File: src/sbl_pkg.sv
// package for the serial bootstrap loader: constants, states, timing
`default_nettype none
package sbl_pkg;
  // preset values loaded when loader mode is entered
  localparam logic [15:0] CTX_PTR_PRESET = 16'hfa00;
  localparam logic [15:0] STACK_PTR_PRESET = 16'hfa40;
  localparam logic [15:0] STACK_UNDER_PRESET = 16'hfa40;
  localparam logic [15:0] STACK_OVER_PRESET = 16'hfa0c;
  localparam logic [15:0] SCON_PRESET = 16'h8011;
  localparam logic [15:0] SYSCFG_PRESET = 16'h0e00;
  // load area in internal ram
  localparam logic [23:0] LOAD_FIRST = 24'h00fa40;
  localparam logic [23:0] LOAD_LAST = 24'h00fa5f;
  localparam int LOAD_BYTES = 32;
  // flash window in segment 0, or segment 1 when remapped
  localparam logic [23:0] FLASH_BASE_SEG0 = 24'h000000;
  localparam logic [23:0] FLASH_BASE_SEG1 = 24'h010000;
  localparam logic [23:0] FLASH_TOP_SEG0 = 24'h007fff;
  localparam logic [23:0] FLASH_TOP_SEG1 = 24'h017fff;
  localparam logic [23:0] RESET_VECTOR = 24'h000000;
  // baud measurement: reload = (count - 36) / 72, rate = f / (32 (reload + 1))
  localparam logic [15:0] MEAS_OFFSET = 16'h0024;
  localparam logic [15:0] MEAS_DIVISOR = 16'h0048;
  localparam int BIT_TICKS = 32;
  // timer prescale: measurement timer counts once every 4 clocks, a quarter of the bit length per bit
  localparam int MEAS_PRESCALE = 4;
  // character framing
  localparam int DATA_BITS = 8;
  // loader sequencer states
  typedef enum logic [3:0] {
    SBL_IDLE = 4'h0,
    SBL_WAIT_START = 4'h1,
    SBL_MEASURE = 4'h2,
    SBL_DIVIDE = 4'h3,
    SBL_SEND_ID = 4'h4,
    SBL_WAIT_ID = 4'h5,
    SBL_LOAD = 4'h6,
    SBL_JUMP = 4'h7,
    SBL_RUN = 4'h8
  } sbl_state_t;
endpackage
`default_nettype wire

File: src/sbl_loader.sv
// serial bootstrap loader: mode select, baud measurement, id byte, 32-byte load, fetch redirect
`default_nettype none
// Function
// - low boot-select at reset end enters loader
// - watch receive line for host zero byte
// - derive baud factor, program channel, enable transmit
// - send identification byte at derived rate
// - watchdog disabled in loader mode
// - preset context, stack, underflow, serial control
// - preset system config, overflow limit, transmit pin
// - never execute from internal flash in loader
// - after id byte enable receiver, take 32
// - store bytes at FA40h through FA5Fh
// - branch to FA40h after last byte
// - stay in loader mode after the jump
// - ignore external-access pin in loader mode
// - code fetches in flash window go boot rom
// - data reads in flash window go user flash
// - boot rom window follows flash segment mapping
// - leave loader on soft reset or high pin
// - reload = (timer count - 36) / 72
module sbl_loader #(
  parameter logic [7:0] ID_BYTE = 8'h5a, // identification value, arbitrary
  parameter int LOAD_COUNT = sbl_pkg::LOAD_BYTES
) (
  input wire logic mclk_in,
  input wire logic rst_b_in, // hardware reset
  input wire logic ce_in, // clock enable, freezes all state
  input wire logic soft_rst_in, // one-cycle software reset request
  input wire logic boot_select_pin_in, // sampled at reset release
  input wire logic external_access_pin_in, // level of the external-access pin
  input wire logic flash_seg1_in, // internal flash mapped to segment 1
  input wire logic serial_receive_line_in,
  input wire logic [23:0] fetch_addr_in, // cpu access address
  input wire logic fetch_is_code_in, // access is a code fetch
  output logic serial_transmit_line_out,
  output logic transmit_pin_direction_out, // 1 = output
  output logic boot_loader_mode_out,
  output logic watchdog_disable_out,
  output logic use_external_access_out, // memory config may honour the pin
  output logic boot_rom_sel_out, // access served by boot rom
  output logic user_flash_sel_out, // access served by user flash
  output logic [15:0] context_pointer_out,
  output logic [15:0] stack_pointer_out,
  output logic [15:0] stack_underflow_limit_out,
  output logic [15:0] stack_overflow_limit_out,
  output logic [15:0] serial_control_reg_out,
  output logic [15:0] system_config_reg_out,
  output logic [15:0] baud_reload_value_out,
  output logic ram_we_out, // one-cycle internal ram byte write
  output logic [23:0] ram_addr_out,
  output logic [7:0] ram_wdata_out,
  output logic jump_out, // one-cycle branch request
  output logic [23:0] jump_addr_out
);
  // mode flag and startup sample
  logic mode_ff;
  logic sampled_ff; // set once the first enabled edge after release is seen
  sbl_pkg::sbl_state_t state_ff;
  sbl_pkg::sbl_state_t nxt_state;
  logic [15:0] meas_ff; // measurement timer
  logic [1:0] pre_ff; // measurement timer prescaler
  logic [15:0] quot_ff; // division result
  logic [15:0] rem_ff; // division remainder under subtraction
  logic [5:0] cnt_ff; // received byte count
  logic [15:0] reload_ff;
  logic [15:0] sys_ff;
  logic [15:0] ctx_ff, stk_ff, sun_ff, sov_ff, scon_ff;
  logic tdir_ff;
  logic tx_go_ff;
  logic we_ff;
  logic [23:0] waddr_ff;
  logic [7:0] wdata_ff;
  logic jump_ff;
  wire tx_busy;
  wire txd_ch;
  wire rx_valid;
  wire [7:0] rx_data;

  // serial channel, receiver only live while loading or after the jump
  wire rx_enable = (state_ff == sbl_pkg::SBL_LOAD) || (state_ff == sbl_pkg::SBL_RUN);
  sbl_uart #(.BIT_TICKS(sbl_pkg::BIT_TICKS)) u_chan (
    .mclk_in(mclk_in),
    .rst_b_in(rst_b_in),
    .ce_in(ce_in),
    .reload_in(reload_ff),
    .rx_en_in(rx_enable),
    .rxd_in(serial_receive_line_in),
    .tx_go_in(tx_go_ff),
    .tx_data_in(ID_BYTE),
    .tx_busy_out(tx_busy),
    .txd_out(txd_ch),
    .rx_valid_out(rx_valid),
    .rx_data_out(rx_data)
  );

  // measurement done when the line returns high after the zero byte
  wire line_hi = serial_receive_line_in;
  wire div_more = (rem_ff >= sbl_pkg::MEAS_DIVISOR);
  wire last_byte = rx_valid && (cnt_ff == 6'(LOAD_COUNT - 1));

  // sequencer next state
  always_comb begin
    nxt_state = state_ff;
    case (state_ff)
      sbl_pkg::SBL_IDLE: nxt_state = mode_ff ? sbl_pkg::SBL_WAIT_START : sbl_pkg::SBL_IDLE;
      sbl_pkg::SBL_WAIT_START: if (!line_hi) nxt_state = sbl_pkg::SBL_MEASURE;
      sbl_pkg::SBL_MEASURE: if (line_hi) nxt_state = sbl_pkg::SBL_DIVIDE;
      sbl_pkg::SBL_DIVIDE: if (!div_more) nxt_state = sbl_pkg::SBL_SEND_ID;
      sbl_pkg::SBL_SEND_ID: nxt_state = sbl_pkg::SBL_WAIT_ID;
      sbl_pkg::SBL_WAIT_ID: if (!tx_busy && !tx_go_ff) nxt_state = sbl_pkg::SBL_LOAD;
      sbl_pkg::SBL_LOAD: if (last_byte) nxt_state = sbl_pkg::SBL_JUMP;
      sbl_pkg::SBL_JUMP: nxt_state = sbl_pkg::SBL_RUN;
      sbl_pkg::SBL_RUN: nxt_state = sbl_pkg::SBL_RUN;
      default: nxt_state = sbl_pkg::SBL_IDLE;
    endcase
  end

  // mode entry and exit; pin caught on first enabled edge after release
  always_ff @(posedge mclk_in or negedge rst_b_in) begin
    if (!rst_b_in) begin
      mode_ff <= 1'b0;
      sampled_ff <= 1'b0;
    end else if (ce_in) begin
      if (soft_rst_in) mode_ff <= 1'b0;
      else if (!sampled_ff) begin
        sampled_ff <= 1'b1;
        mode_ff <= !boot_select_pin_in;
      end
    end
  end

  // state register; software reset returns to idle
  always_ff @(posedge mclk_in or negedge rst_b_in) begin
    if (!rst_b_in) state_ff <= sbl_pkg::SBL_IDLE;
    else if (ce_in) state_ff <= soft_rst_in ? sbl_pkg::SBL_IDLE : nxt_state;
  end

  // zero-byte timer, counts every 4th clock for 9/4 f/baud over 9 low bits
  always_ff @(posedge mclk_in or negedge rst_b_in) begin
    if (!rst_b_in) begin
      meas_ff <= 16'h0000;
      pre_ff <= 2'h0;
    end else if (ce_in && state_ff == sbl_pkg::SBL_MEASURE) begin
      pre_ff <= pre_ff + 2'h1;
      // saturate: an overflowing host rate cannot be set up anyway
      if (pre_ff == 2'(sbl_pkg::MEAS_PRESCALE - 1) && meas_ff != 16'hffff)
        meas_ff <= meas_ff + 16'h0001;
    end
  end

  // reload = (count - 36) / 72 by repeated subtraction
  always_ff @(posedge mclk_in or negedge rst_b_in) begin
    if (!rst_b_in) begin
      quot_ff <= 16'h0000;
      rem_ff <= 16'h0000;
      reload_ff <= 16'h0000;
    end else if (ce_in) begin
      if (state_ff == sbl_pkg::SBL_MEASURE && line_hi) begin
        quot_ff <= 16'h0000;
        rem_ff <= (meas_ff > sbl_pkg::MEAS_OFFSET) ? meas_ff - sbl_pkg::MEAS_OFFSET : 16'h0000;
      end else if (state_ff == sbl_pkg::SBL_DIVIDE) begin
        if (div_more) begin
          rem_ff <= rem_ff - sbl_pkg::MEAS_DIVISOR;
          quot_ff <= quot_ff + 16'h0001;
        end else reload_ff <= quot_ff;
      end
    end
  end

  // presets on entry; transmit pin turns output once the rate is set
  always_ff @(posedge mclk_in or negedge rst_b_in) begin
    if (!rst_b_in) begin
      ctx_ff <= 16'h0000;
      stk_ff <= 16'h0000;
      sun_ff <= 16'h0000;
      sov_ff <= 16'h0000;
      scon_ff <= 16'h0000;
      sys_ff <= 16'h0000;
      tdir_ff <= 1'b0;
    end else if (ce_in) begin
      if (state_ff == sbl_pkg::SBL_IDLE && mode_ff) begin
        ctx_ff <= sbl_pkg::CTX_PTR_PRESET;
        stk_ff <= sbl_pkg::STACK_PTR_PRESET;
        sun_ff <= sbl_pkg::STACK_UNDER_PRESET;
        scon_ff <= sbl_pkg::SCON_PRESET;
        sys_ff <= sbl_pkg::SYSCFG_PRESET;
        sov_ff <= sbl_pkg::STACK_OVER_PRESET;
      end
      if (state_ff == sbl_pkg::SBL_SEND_ID) tdir_ff <= 1'b1;
      if (!mode_ff) tdir_ff <= 1'b0;
    end
  end

  // id transmit kick, ram writes, byte count and jump pulse
  always_ff @(posedge mclk_in or negedge rst_b_in) begin
    if (!rst_b_in) begin
      tx_go_ff <= 1'b0;
      we_ff <= 1'b0;
      waddr_ff <= 24'h000000;
      wdata_ff <= 8'h00;
      cnt_ff <= 6'h00;
      jump_ff <= 1'b0;
    end else if (ce_in) begin
      tx_go_ff <= (state_ff == sbl_pkg::SBL_SEND_ID);
      we_ff <= 1'b0;
      jump_ff <= (state_ff == sbl_pkg::SBL_JUMP);
      if (state_ff == sbl_pkg::SBL_WAIT_ID) cnt_ff <= 6'h00;
      else if (state_ff == sbl_pkg::SBL_LOAD && rx_valid) begin
        we_ff <= 1'b1;
        waddr_ff <= sbl_pkg::LOAD_FIRST + 24'(cnt_ff);
        wdata_ff <= rx_data;
        cnt_ff <= cnt_ff + 6'h01;
      end
    end
  end

  // flash window decode, follows segment mapping
  wire [23:0] win_lo = flash_seg1_in ? sbl_pkg::FLASH_BASE_SEG1 : sbl_pkg::FLASH_BASE_SEG0;
  wire [23:0] win_hi = flash_seg1_in ? sbl_pkg::FLASH_TOP_SEG1 : sbl_pkg::FLASH_TOP_SEG0;
  wire in_win = (fetch_addr_in >= win_lo) && (fetch_addr_in <= win_hi);
  // code fetches never reach flash while loading; data reads still do
  assign boot_rom_sel_out = mode_ff && in_win && fetch_is_code_in;
  assign user_flash_sel_out = in_win && !(mode_ff && fetch_is_code_in);
  // the external-access pin only counts outside loader mode
  assign use_external_access_out = !mode_ff && external_access_pin_in;

  // outputs
  assign boot_loader_mode_out = mode_ff;
  assign watchdog_disable_out = mode_ff;
  assign serial_transmit_line_out = tdir_ff ? txd_ch : 1'b1;
  assign transmit_pin_direction_out = tdir_ff;
  assign context_pointer_out = ctx_ff;
  assign stack_pointer_out = stk_ff;
  assign stack_underflow_limit_out = sun_ff;
  assign stack_overflow_limit_out = sov_ff;
  assign serial_control_reg_out = scon_ff;
  assign system_config_reg_out = sys_ff;
  assign baud_reload_value_out = reload_ff;
  assign ram_we_out = we_ff;
  assign ram_addr_out = waddr_ff;
  assign ram_wdata_out = wdata_ff;
  assign jump_out = jump_ff;
  assign jump_addr_out = mode_ff ? sbl_pkg::LOAD_FIRST : sbl_pkg::RESET_VECTOR;
endmodule
`default_nettype wire

File: src/sbl_uart.sv
// serial channel used by the loader: transmit and receive, 8n1, fixed 32 ticks a bit
`default_nettype none
module sbl_uart #(
  parameter int BIT_TICKS = 32
) (
  input wire logic mclk_in,
  input wire logic rst_b_in,
  input wire logic ce_in,
  input wire logic [15:0] reload_in, // baud reload, rate = f / (32 (reload + 1))
  input wire logic rx_en_in, // receiver enabled
  input wire logic rxd_in, // receive line, idle high
  input wire logic tx_go_in, // one-cycle start of a transmit
  input wire logic [7:0] tx_data_in,
  output logic tx_busy_out,
  output logic txd_out,
  output logic rx_valid_out, // one-cycle pulse per received byte
  output logic [7:0] rx_data_out
);
  // prescaler: one tick every reload+1 clocks
  logic [15:0] pre_ff;
  wire tick = (pre_ff == reload_in);
  always_ff @(posedge mclk_in or negedge rst_b_in) begin
    if (!rst_b_in) pre_ff <= 16'h0000;
    else if (ce_in) pre_ff <= tick ? 16'h0000 : pre_ff + 16'h0001;
  end

  // transmitter: 10-bit frame shifted out lsb first, start bit low
  logic [9:0] tsh_ff;
  logic [3:0] tcnt_ff;
  logic [4:0] ttick_ff;
  assign tx_busy_out = (tcnt_ff != 4'h0);
  assign txd_out = tx_busy_out ? tsh_ff[0] : 1'b1;
  always_ff @(posedge mclk_in or negedge rst_b_in) begin
    if (!rst_b_in) begin
      tsh_ff <= 10'h3ff;
      tcnt_ff <= 4'h0;
      ttick_ff <= 5'h00;
    end else if (ce_in) begin
      if (tx_go_in && !tx_busy_out) begin
        // load stop, data, start
        tsh_ff <= {1'b1, tx_data_in, 1'b0};
        tcnt_ff <= 4'ha;
        ttick_ff <= 5'h00;
      end else if (tx_busy_out && tick) begin
        ttick_ff <= ttick_ff + 5'h01;
        if (ttick_ff == 5'(BIT_TICKS - 1)) begin
          // bit time over: next bit
          tsh_ff <= {1'b1, tsh_ff[9:1]};
          tcnt_ff <= tcnt_ff - 4'h1;
        end
      end
    end
  end

  // receiver: centre-sampled, start bit checked at mid-bit
  logic [7:0] rsh_ff;
  logic [3:0] rcnt_ff;
  logic [4:0] rtick_ff;
  logic rvalid_ff;
  logic [7:0] rdata_ff;
  assign rx_valid_out = rvalid_ff;
  assign rx_data_out = rdata_ff;
  wire rx_mid = tick && (rtick_ff == 5'(BIT_TICKS / 2 - 1));
  always_ff @(posedge mclk_in or negedge rst_b_in) begin
    if (!rst_b_in) begin
      rsh_ff <= 8'h00;
      rcnt_ff <= 4'h0;
      rtick_ff <= 5'h00;
      rvalid_ff <= 1'b0;
      rdata_ff <= 8'h00;
    end else if (ce_in) begin
      rvalid_ff <= 1'b0;
      if (!rx_en_in) begin
        rcnt_ff <= 4'h0;
      end else if (rcnt_ff == 4'h0) begin
        // hunt for a falling start edge
        if (!rxd_in) begin
          rcnt_ff <= 4'h1;
          rtick_ff <= 5'h00;
        end
      end else if (tick) begin
        rtick_ff <= rtick_ff + 5'h01;
        if (rx_mid) begin
          if (rcnt_ff == 4'h1 && rxd_in) rcnt_ff <= 4'h0; // false start
          else if (rcnt_ff == 4'ha) begin
            // stop bit reached: deliver byte, ignore framing error
            rcnt_ff <= 4'h0;
            rvalid_ff <= 1'b1;
            rdata_ff <= rsh_ff;
          end else begin
            if (rcnt_ff != 4'h1) rsh_ff <= {rxd_in, rsh_ff[7:1]};
            rcnt_ff <= rcnt_ff + 4'h1;
          end
        end
      end
    end
  end
endmodule
`default_nettype wire
File: config.mk
export PLATFORM = sky130hd
export DESIGN_NAME = sbl_loader
export DESIGN_NICKNAME = d
export VERILOG_FILES = /design/src/sbl_pkg.sv /design/src/sbl_loader.sv /design/src/sbl_uart.sv
export SDC_FILE = /design/constraint.sdc
export NUM_CORES = 1
export LEC_CHECK = 0
export BUFFER_PORTS_ARGS = -buffer_cell sky130_fd_sc_hd__buf_4
export CAP_MARGIN = 10
export CELL_PAD_IN_SITES_DETAIL_PLACEMENT = 1
export CELL_PAD_IN_SITES_GLOBAL_PLACEMENT = 1
export CORE_MARGIN = 8
export CORE_UTILIZATION = 38
export CTS_CLUSTER_SIZE = 30
export DETAILED_ROUTE_END_ITERATION = 8
export MAX_ROUTING_LAYER = met4
export PLACE_DENSITY = 0.9
export SLEW_MARGIN = 20
export SYNTH_ARGS = -nofsm -noshare
export SYNTH_HDL_FRONTEND = slang
export SYNTH_SLANG_ARGS = --single-unit
File: constraint.sdc
create_clock -name mclk_in -period 2.4 [get_ports mclk_in]
set_input_delay 0.24 -clock mclk_in [delete_from_list [all_inputs] [get_ports mclk_in]]
set_output_delay 0.24 -clock mclk_in [all_outputs]
set_load 0.1 [all_outputs]
**Word level (Yosys, flattened, before mapping)**

Index checks and enable logic that the tools add are counted.

- Add/subtract/negate cells: 12
- Magnitude comparators: 4
- Equal/unequal tests: 28
- Muxes and demuxes: 53
- Bitwise gates (word level): 7
- Reduce and logical (&&, ||, !) cells: 49

Operators with widths:

| operator | count |
|---|---|
| 16-bit two-way mux | 9 |
| 4-bit two-way mux | 16 |
| 16-bit by 1-bit adder with 16-bit output (second input constant) | 3 |
| 17-bit two-way mux | 2 |
| 4-bit one-hot mux with 8 select lines | 1 |
| 10-bit two-way mux | 3 |
| 5-bit two-way mux | 5 |
| 24-bit by 17-bit greater-or-equal comparator with 1-bit output | 1 |
| 24-bit by 17-bit <= comparator with 1-bit output | 1 |
| 3-bit != test (second input constant) | 8 |
| 16-bit by 6-bit adder with 17-bit output (first input constant) | 1 |
| 1-bit logical AND | 17 |
| 16-bit == test | 1 |
| 4-bit by 3-bit == test with 1-bit output (second input constant) | 4 |
| 16-bit by 7-bit greater-or-equal comparator with 1-bit output (second input constant) | 1 |
| 16-bit by 6-bit > comparator with 1-bit output (second input constant) | 1 |
| 16-bit != test (second input constant) | 1 |
| 16-bit by 6-bit subtractor with 16-bit output (second input constant) | 1 |
| 16-bit by 7-bit subtractor with 16-bit output (second input constant) | 1 |
| 1-bit two-way mux | 15 |
| 2-bit AND reduction | 7 |
| 6-bit two-way mux | 2 |
| 4-bit AND reduction | 3 |
| 2-bit nonzero test | 6 |
| other kinds (25) | 43 |

- Register bits after elaboration: 179
- Output and inout port bits: 177
- Logic and storage cells: 181

**Logic depth before layout (Yosys ltp)**

- Depth after elaboration: 7
- Mapped depth: 9
- Depth with buffers taken out: 8

**Modules after synthesis**

Synthesis repeated with hierarchy kept, for this count alone.

- Cell total of the unflattened synthesis: 965
- Area total of the unflattened synthesis: 9,406.5 µm²

By module, submodules not included:

| module | instances | cells an instance | area an instance (µm²) | sequential area each (µm²) |
|---|---|---|---|---|
| sbl_loader | 1 | 654 | 6,249.7 | 2,452.4 |
| sbl_uart | 1 | 311 | 3,156.8 | 1,512.7 |

**Least setup slack after synthesis**

OpenSTA, ideal clock, no wires.

- Kind: register to output
- From: register mode_ff (netlist: boot_loader_mode_out)
- To: output port boot_rom_sel_out
- Data arrival time: 2.503 ns
- Required time: 2.160 ns
- Slack: -0.343 ns
- Cell stages (with the launch flop): 3
- Cell sequence: dfrtp_1 > nand2_1 > nor2_1

- Word-level cells in the longest chain between the ends: 2

Ends and longest elaborated chain:

| what | line | text |
|---|---|---|
| start, declared | sbl_loader.sv:57 | `logic mode_ff;` |
| start signal, assigned | sbl_loader.sv:128 | `mode_ff <= !boot_select_pin_in;` |
| 1-bit logical AND (2 in a row) | sbl_loader.sv:223 | `assign boot_rom_sel_out = mode_ff && in_win && fetch_is_code_in;` |
| end, declared | sbl_loader.sv:41 | `output logic boot_rom_sel_out,` |

Every way passes these cells.

**Worst setup path in the final report**

- From: register rem_ff[9]
- To: register quot_ff[14]

- Word-level cells in the longest chain between the ends: 3

Ends and longest elaborated chain:

| what | line | text |
|---|---|---|
| start, declared | sbl_loader.sv:64 | `logic [15:0] rem_ff;` |
| start signal, assigned | sbl_loader.sv:161 | `rem_ff <= (meas_ff > sbl_pkg::MEAS_OFFSET) ? meas_ff - sbl_pkg::MEAS_OFFSET : 16'h0000;` |
| start signal, assigned | sbl_loader.sv:164 | `rem_ff <= rem_ff - sbl_pkg::MEAS_DIVISOR;` |
| 16-bit by 7-bit greater-or-equal comparator with 1-bit output | sbl_loader.sv:99 | `wire div_more = (rem_ff >= sbl_pkg::MEAS_DIVISOR);` |
| 2-bit nonzero test (no source line) | n/a |  |
| 3-bit AND reduction (no source line) | n/a |  |
| end signal, assigned | sbl_loader.sv:165 | `quot_ff <= quot_ff + 16'h0001;` |
| end, declared | sbl_loader.sv:63 | `logic [15:0] quot_ff;` |

Every way passes these cells.
A chain may end at the register's enable or synchronous reset.

==> impl_metrics.json <==
{
  "outcome": "complete, no violations",
  "clk_pin_slew_ns": 0.07,
  "drc": 0,
  "worst_setup_path_end_kind": "flop",
  "wl_per_cell_um": 18.8,
  "critPathKind": "flop to flop",
  "min_to": "boot_loader_mode_out$_DFFE_PN0P_",
  "first_pass_iters": 5,
  "h-tree-depth": 4,
  "place_area_sq_um": 10100,
  "clock-skew-final_ns": 0.0121,
  "crit_fanout": 8,
  "tritoncts": "done",
  "finalPower_mw": 10.6,
  "place_inst": 1359,
  "pre_cts_ws_ns": 0.102,
  "async_reset_ff_share_pct": 100,
  "drv_cap": 0,
  "worst_hold_path.num_cells": 2,
  "min_period_ns": 2.31,
  "crit_start": "rem_ff[9]$_DFFE_PN0P_",
  "synth-main-ff-cell": "dfrtp_1",
  "fillers": 2755,
  "crit_chain": "or4_1 > or3_4 > buf_4 > o2111ai_1 > buf_4 > o21ai_0 > a21oi_1",
  "start_util_pct": 38.5,
  "syn2layout_area_growth_pct": 15.5,
  "ys_types": 71,
  "fmax_ghz": 0.432,
  "nets": 1106,
  "fin_cells": 1392,
  "io_buffers": 119,
  "met2_length_um": 12800,
  "cts_root_buffer": "clkbuf_16",
  "maxSlewViolCount": 0,
  "wl_um": 26100,
  "required_ns": 2.76,
  "holdCritStartpoint": "soft_rst_in",
  "syn-instance-count": 968,
  "syn_area_per_cell_sq_um": 9.64,
  "critical_path_buf_inv_count": 2,
  "powerDensity_nw_per_um2": 984,
  "worst_pin_slew_ns": 0.676,
  "slew_headroom_pct": 54.6,
  "reg2reg_depth": 7,
  "yosys_warnings": 0,
  "avgViaCountPerCell": 5.28,
  "synthesis.area_sq_um": 9330,
  "drt_first_iter_violations": 442,
  "wl_met3_um": 1610,
  "crit-reg2reg-launch": "rem_ff[9]$_DFFE_PN0P_",
  "fin_area_sq_um": 10800,
  "via_count": 7349,
  "die_h_um": 173,
  "cts.sinks": 155,
  "hold_viol": 0,
  "m1WireLength_um": 11100,
  "overflow": 0,
  "multi_input_area_sq_um": 4470,
  "die-area_sq_um": 29800,
  "dp_hpwl_um": 18800,
  "core-area_sq_um": 24200,
  "p_leak_nw": 5.15,
  "critPathSlowestCell": "or4_1",
  "clk_latency_ns": 0.45,
  "top_layer": "met4",
  "row_count": 57,
  "ios": 210,
  "numCtsBuffers": 17,
  "grt_pass1_wl_um": 42900,
  "period_share_pct": 96.4,
  "register_area_sq_um": 3910,
  "die_x_um": 173,
  "reg2reg_setup_slack_ns": 0.09,
  "max_stage_delay_ns": 0.53,
  "post_cts_buffers": 0,
  "drive_gt1_share_pct": 27.0,
  "finalSetupViolations": 0,
  "ys_ff_latch": 155,
  "crit_family": "simple AND/OR/NAND/NOR gates",
  "fin_ws_ns": 0.0875,
  "postLayoutCoreUtil_pct": 44.4,
  "grt_usage_pct": 17.9,
  "ctsLongestPathBuffers": 2,
  "antenna_found_initial": 0,
  "grt_pass1_vias": 7980,
  "peakVddDrop_uv": 656,
  "tns_ns": 0,
  "rr_endpoint": "quot_ff[14]$_DFFE_PN0P_",
  "num_antenna_cells": 0,
  "hp-class": "input pin to flop",
  "crit_path_start_kind": "flop",
  "yosysSeqAreaShare_pct": 41.7,
  "gp_congestion": 0.856,
  "hold_ws_ns": 0.0810,
  "arrival_ns": 2.67,
  "postRouteAntennaNets": 0,
  "grt_start_max_net_pins": 57,
  "synth_enable_flop_cells": 0,
  "cpMostUsedCell": "buf_4"
}
## cell families (layout without fill, tap and decap cells)
family | count (synthesis) | after routing | share of synthesized area [%]
compound gates | 168 | 168 | 11.9
xor+xnor | 58 | 58 | 5.45
fa+ha+maj | 18 | 18 | 2.41
buf+inv | 215 | 226 | 14.4
flops | 155 | 155 | 41.7
mux | 64 | 64 | 7.93
other cells | 1 | 90 | 0.0402
simple gates | 289 | 289 | 16.2
## metal layers
metal / vias up / track usage [%]
met5: - / -
met1: 3686 / 20.6
met2: 228 / 29.1
met3: 56 / 5.38
li1: 3379 / -
met4: 0 / 6.50
## cell usage after synthesis (4+ instances only)
| library cell | n | area share (%) |
|---|---|---|
| buf_4 | 137 | 11 |
| a22oi_1 | 4 | 0.32 |
| xnor2_1 | 27 | 2.5 |
| o311ai_0 | 4 | 0.38 |
| mux2_4 | 10 | 1.6 |
| a21o_1 | 5 | 0.40 |
| o211ai_1 | 4 | 0.32 |
| dfrtp_1 | 146 | 39 |
| nand4_1 | 18 | 1.2 |
| clkbuf_1 | 38 | 1.5 |
| or2_2 | 4 | 0.27 |
| buf_2 | 4 | 0.21 |
| o21ai_0 | 50 | 2.7 |
| a211oi_1 | 6 | 0.48 |
| mux2_2 | 39 | 4.7 |
| nand3_1 | 35 | 1.9 |
| a21oi_1 | 31 | 1.7 |
| or4_1 | 6 | 0.48 |
| and3_1 | 16 | 1.1 |
| o21a_1 | 4 | 0.32 |
| nand2b_1 | 5 | 0.34 |
| mux2i_1 | 15 | 1.6 |
| a22o_1 | 4 | 0.38 |
| o22ai_1 | 7 | 0.47 |
| a31o_2 | 5 | 0.47 |
| nor2b_1 | 4 | 0.27 |
| nor4_1 | 25 | 1.7 |
| inv_1 | 33 | 1.3 |
| o2111ai_1 | 4 | 0.38 |
| xor2_1 | 31 | 2.9 |
| ha_1 | 18 | 2.4 |
| nand2_1 | 61 | 2.5 |
| nor3_1 | 24 | 1.3 |
| nand3b_1 | 6 | 0.48 |
| or3_1 | 12 | 0.80 |
| nor2_1 | 54 | 2.2 |
| a31oi_1 | 7 | 0.47 |
| o31ai_1 | 7 | 0.56 |
| dfstp_2 | 9 | 2.5 |
## cells in the final DEF, fill, tap and decap left out, types with 5 or more instances in the layout
| master | n |
|---|---|
| nor2_1 | 53 |
| nor3_1 | 24 |
| a21o_1 | 5 |
| inv_1 | 33 |
| or3_1 | 11 |
| or4_1 | 6 |
| mux2_4 | 10 |
| and3_1 | 16 |
| inv_6 | 5 |
| dfrtp_2 | 16 |
| ha_1 | 18 |
| mux2_2 | 39 |
| xor2_1 | 31 |
| nand3b_1 | 6 |
| conb_1 | 90 |
| dfstp_2 | 9 |
| nand2_1 | 61 |
| o21ai_0 | 50 |
| buf_4 | 153 |
| a31oi_1 | 7 |
| o22ai_1 | 7 |
| o31ai_1 | 6 |
| buf_12 | 5 |
| nand3_1 | 35 |
| nand2b_1 | 5 |
| nand4_1 | 18 |
| a21oi_1 | 30 |
| clkbuf_16 | 17 |
| dfrtp_1 | 130 |
| a211oi_1 | 6 |
| xnor2_1 | 27 |
| nor4_1 | 25 |
| mux2i_1 | 15 |
## registers in the layout (all words and copies together), names as in the netlist, 2 cells and up
signal / flops
ram_addr_out: 7
meas_ff: 16
u_chan.tsh_ff: 9
u_chan.rcnt_ff: 4
u_chan.ttick_ff: 5
cnt_ff: 6
rem_ff: 13
u_chan.pre_ff: 16
u_chan.rx_data_out: 8
u_chan.tcnt_ff: 4
state_ff: 4
quot_ff: 16
u_chan.rsh_ff: 8
u_chan.rtick_ff: 5
ram_wdata_out: 8
baud_reload_value_out: 16
pre_ff: 2
## power by group
| part | leakage (nW) | internal (mW) | switching (mW) |
|---|---|---|---|
| combinational | 2.91 | 1.11 | 3.36 |
| sequential | 1.97 | 3.00 | 0.420 |
| clock | 0.275 | 1.50 | 1.20 |
| total | 5.15 | 5.61 | 4.99 |
## layout make-up
cell class | instances | area share (%)
clock inverter | 13 | 1.20
clock buffer | 19 | 4.20
sequential | 155 | 36.3
tap | 324 | 3.76
multi-input combinational | 687 | 41.5
inverter | 33 | 1.15
timing repair buffer | 161 | 11.9
## worst max path at each step
stage / to / slack [ns] / depth (start not counted)
2_1_floorplan: boot_rom_sel_out / 0.05 / 2
3_3_place_gp: quot_ff[15]$_DFFE_PN0P_ / 0.18 / 6
3_5_place_dp: quot_ff[13]$_DFFE_PN0P_ / 0.10 / 6
4_1_cts: quot_ff[13]$_DFFE_PN0P_ / 0.08 / 6
5_1_grt: quot_ff[14]$_DFFE_PN0P_ / -0.03 / 7
6_report: quot_ff[14]$_DFFE_PN0P_ / 0.09 / 7
## repair_timing
| item | 4_1_cts | 5_1_grt |
|---|---|---|
| hold buffers | 1 | 0 |
| gates resized for setup | 2 | 5 |
| pin swaps | 0 | 0 |
| endpoints found under the setup margin | 1 | 8 |
| hold endpoints to repair | 46 | 0 |
Power figures use the tool's default switching activity.
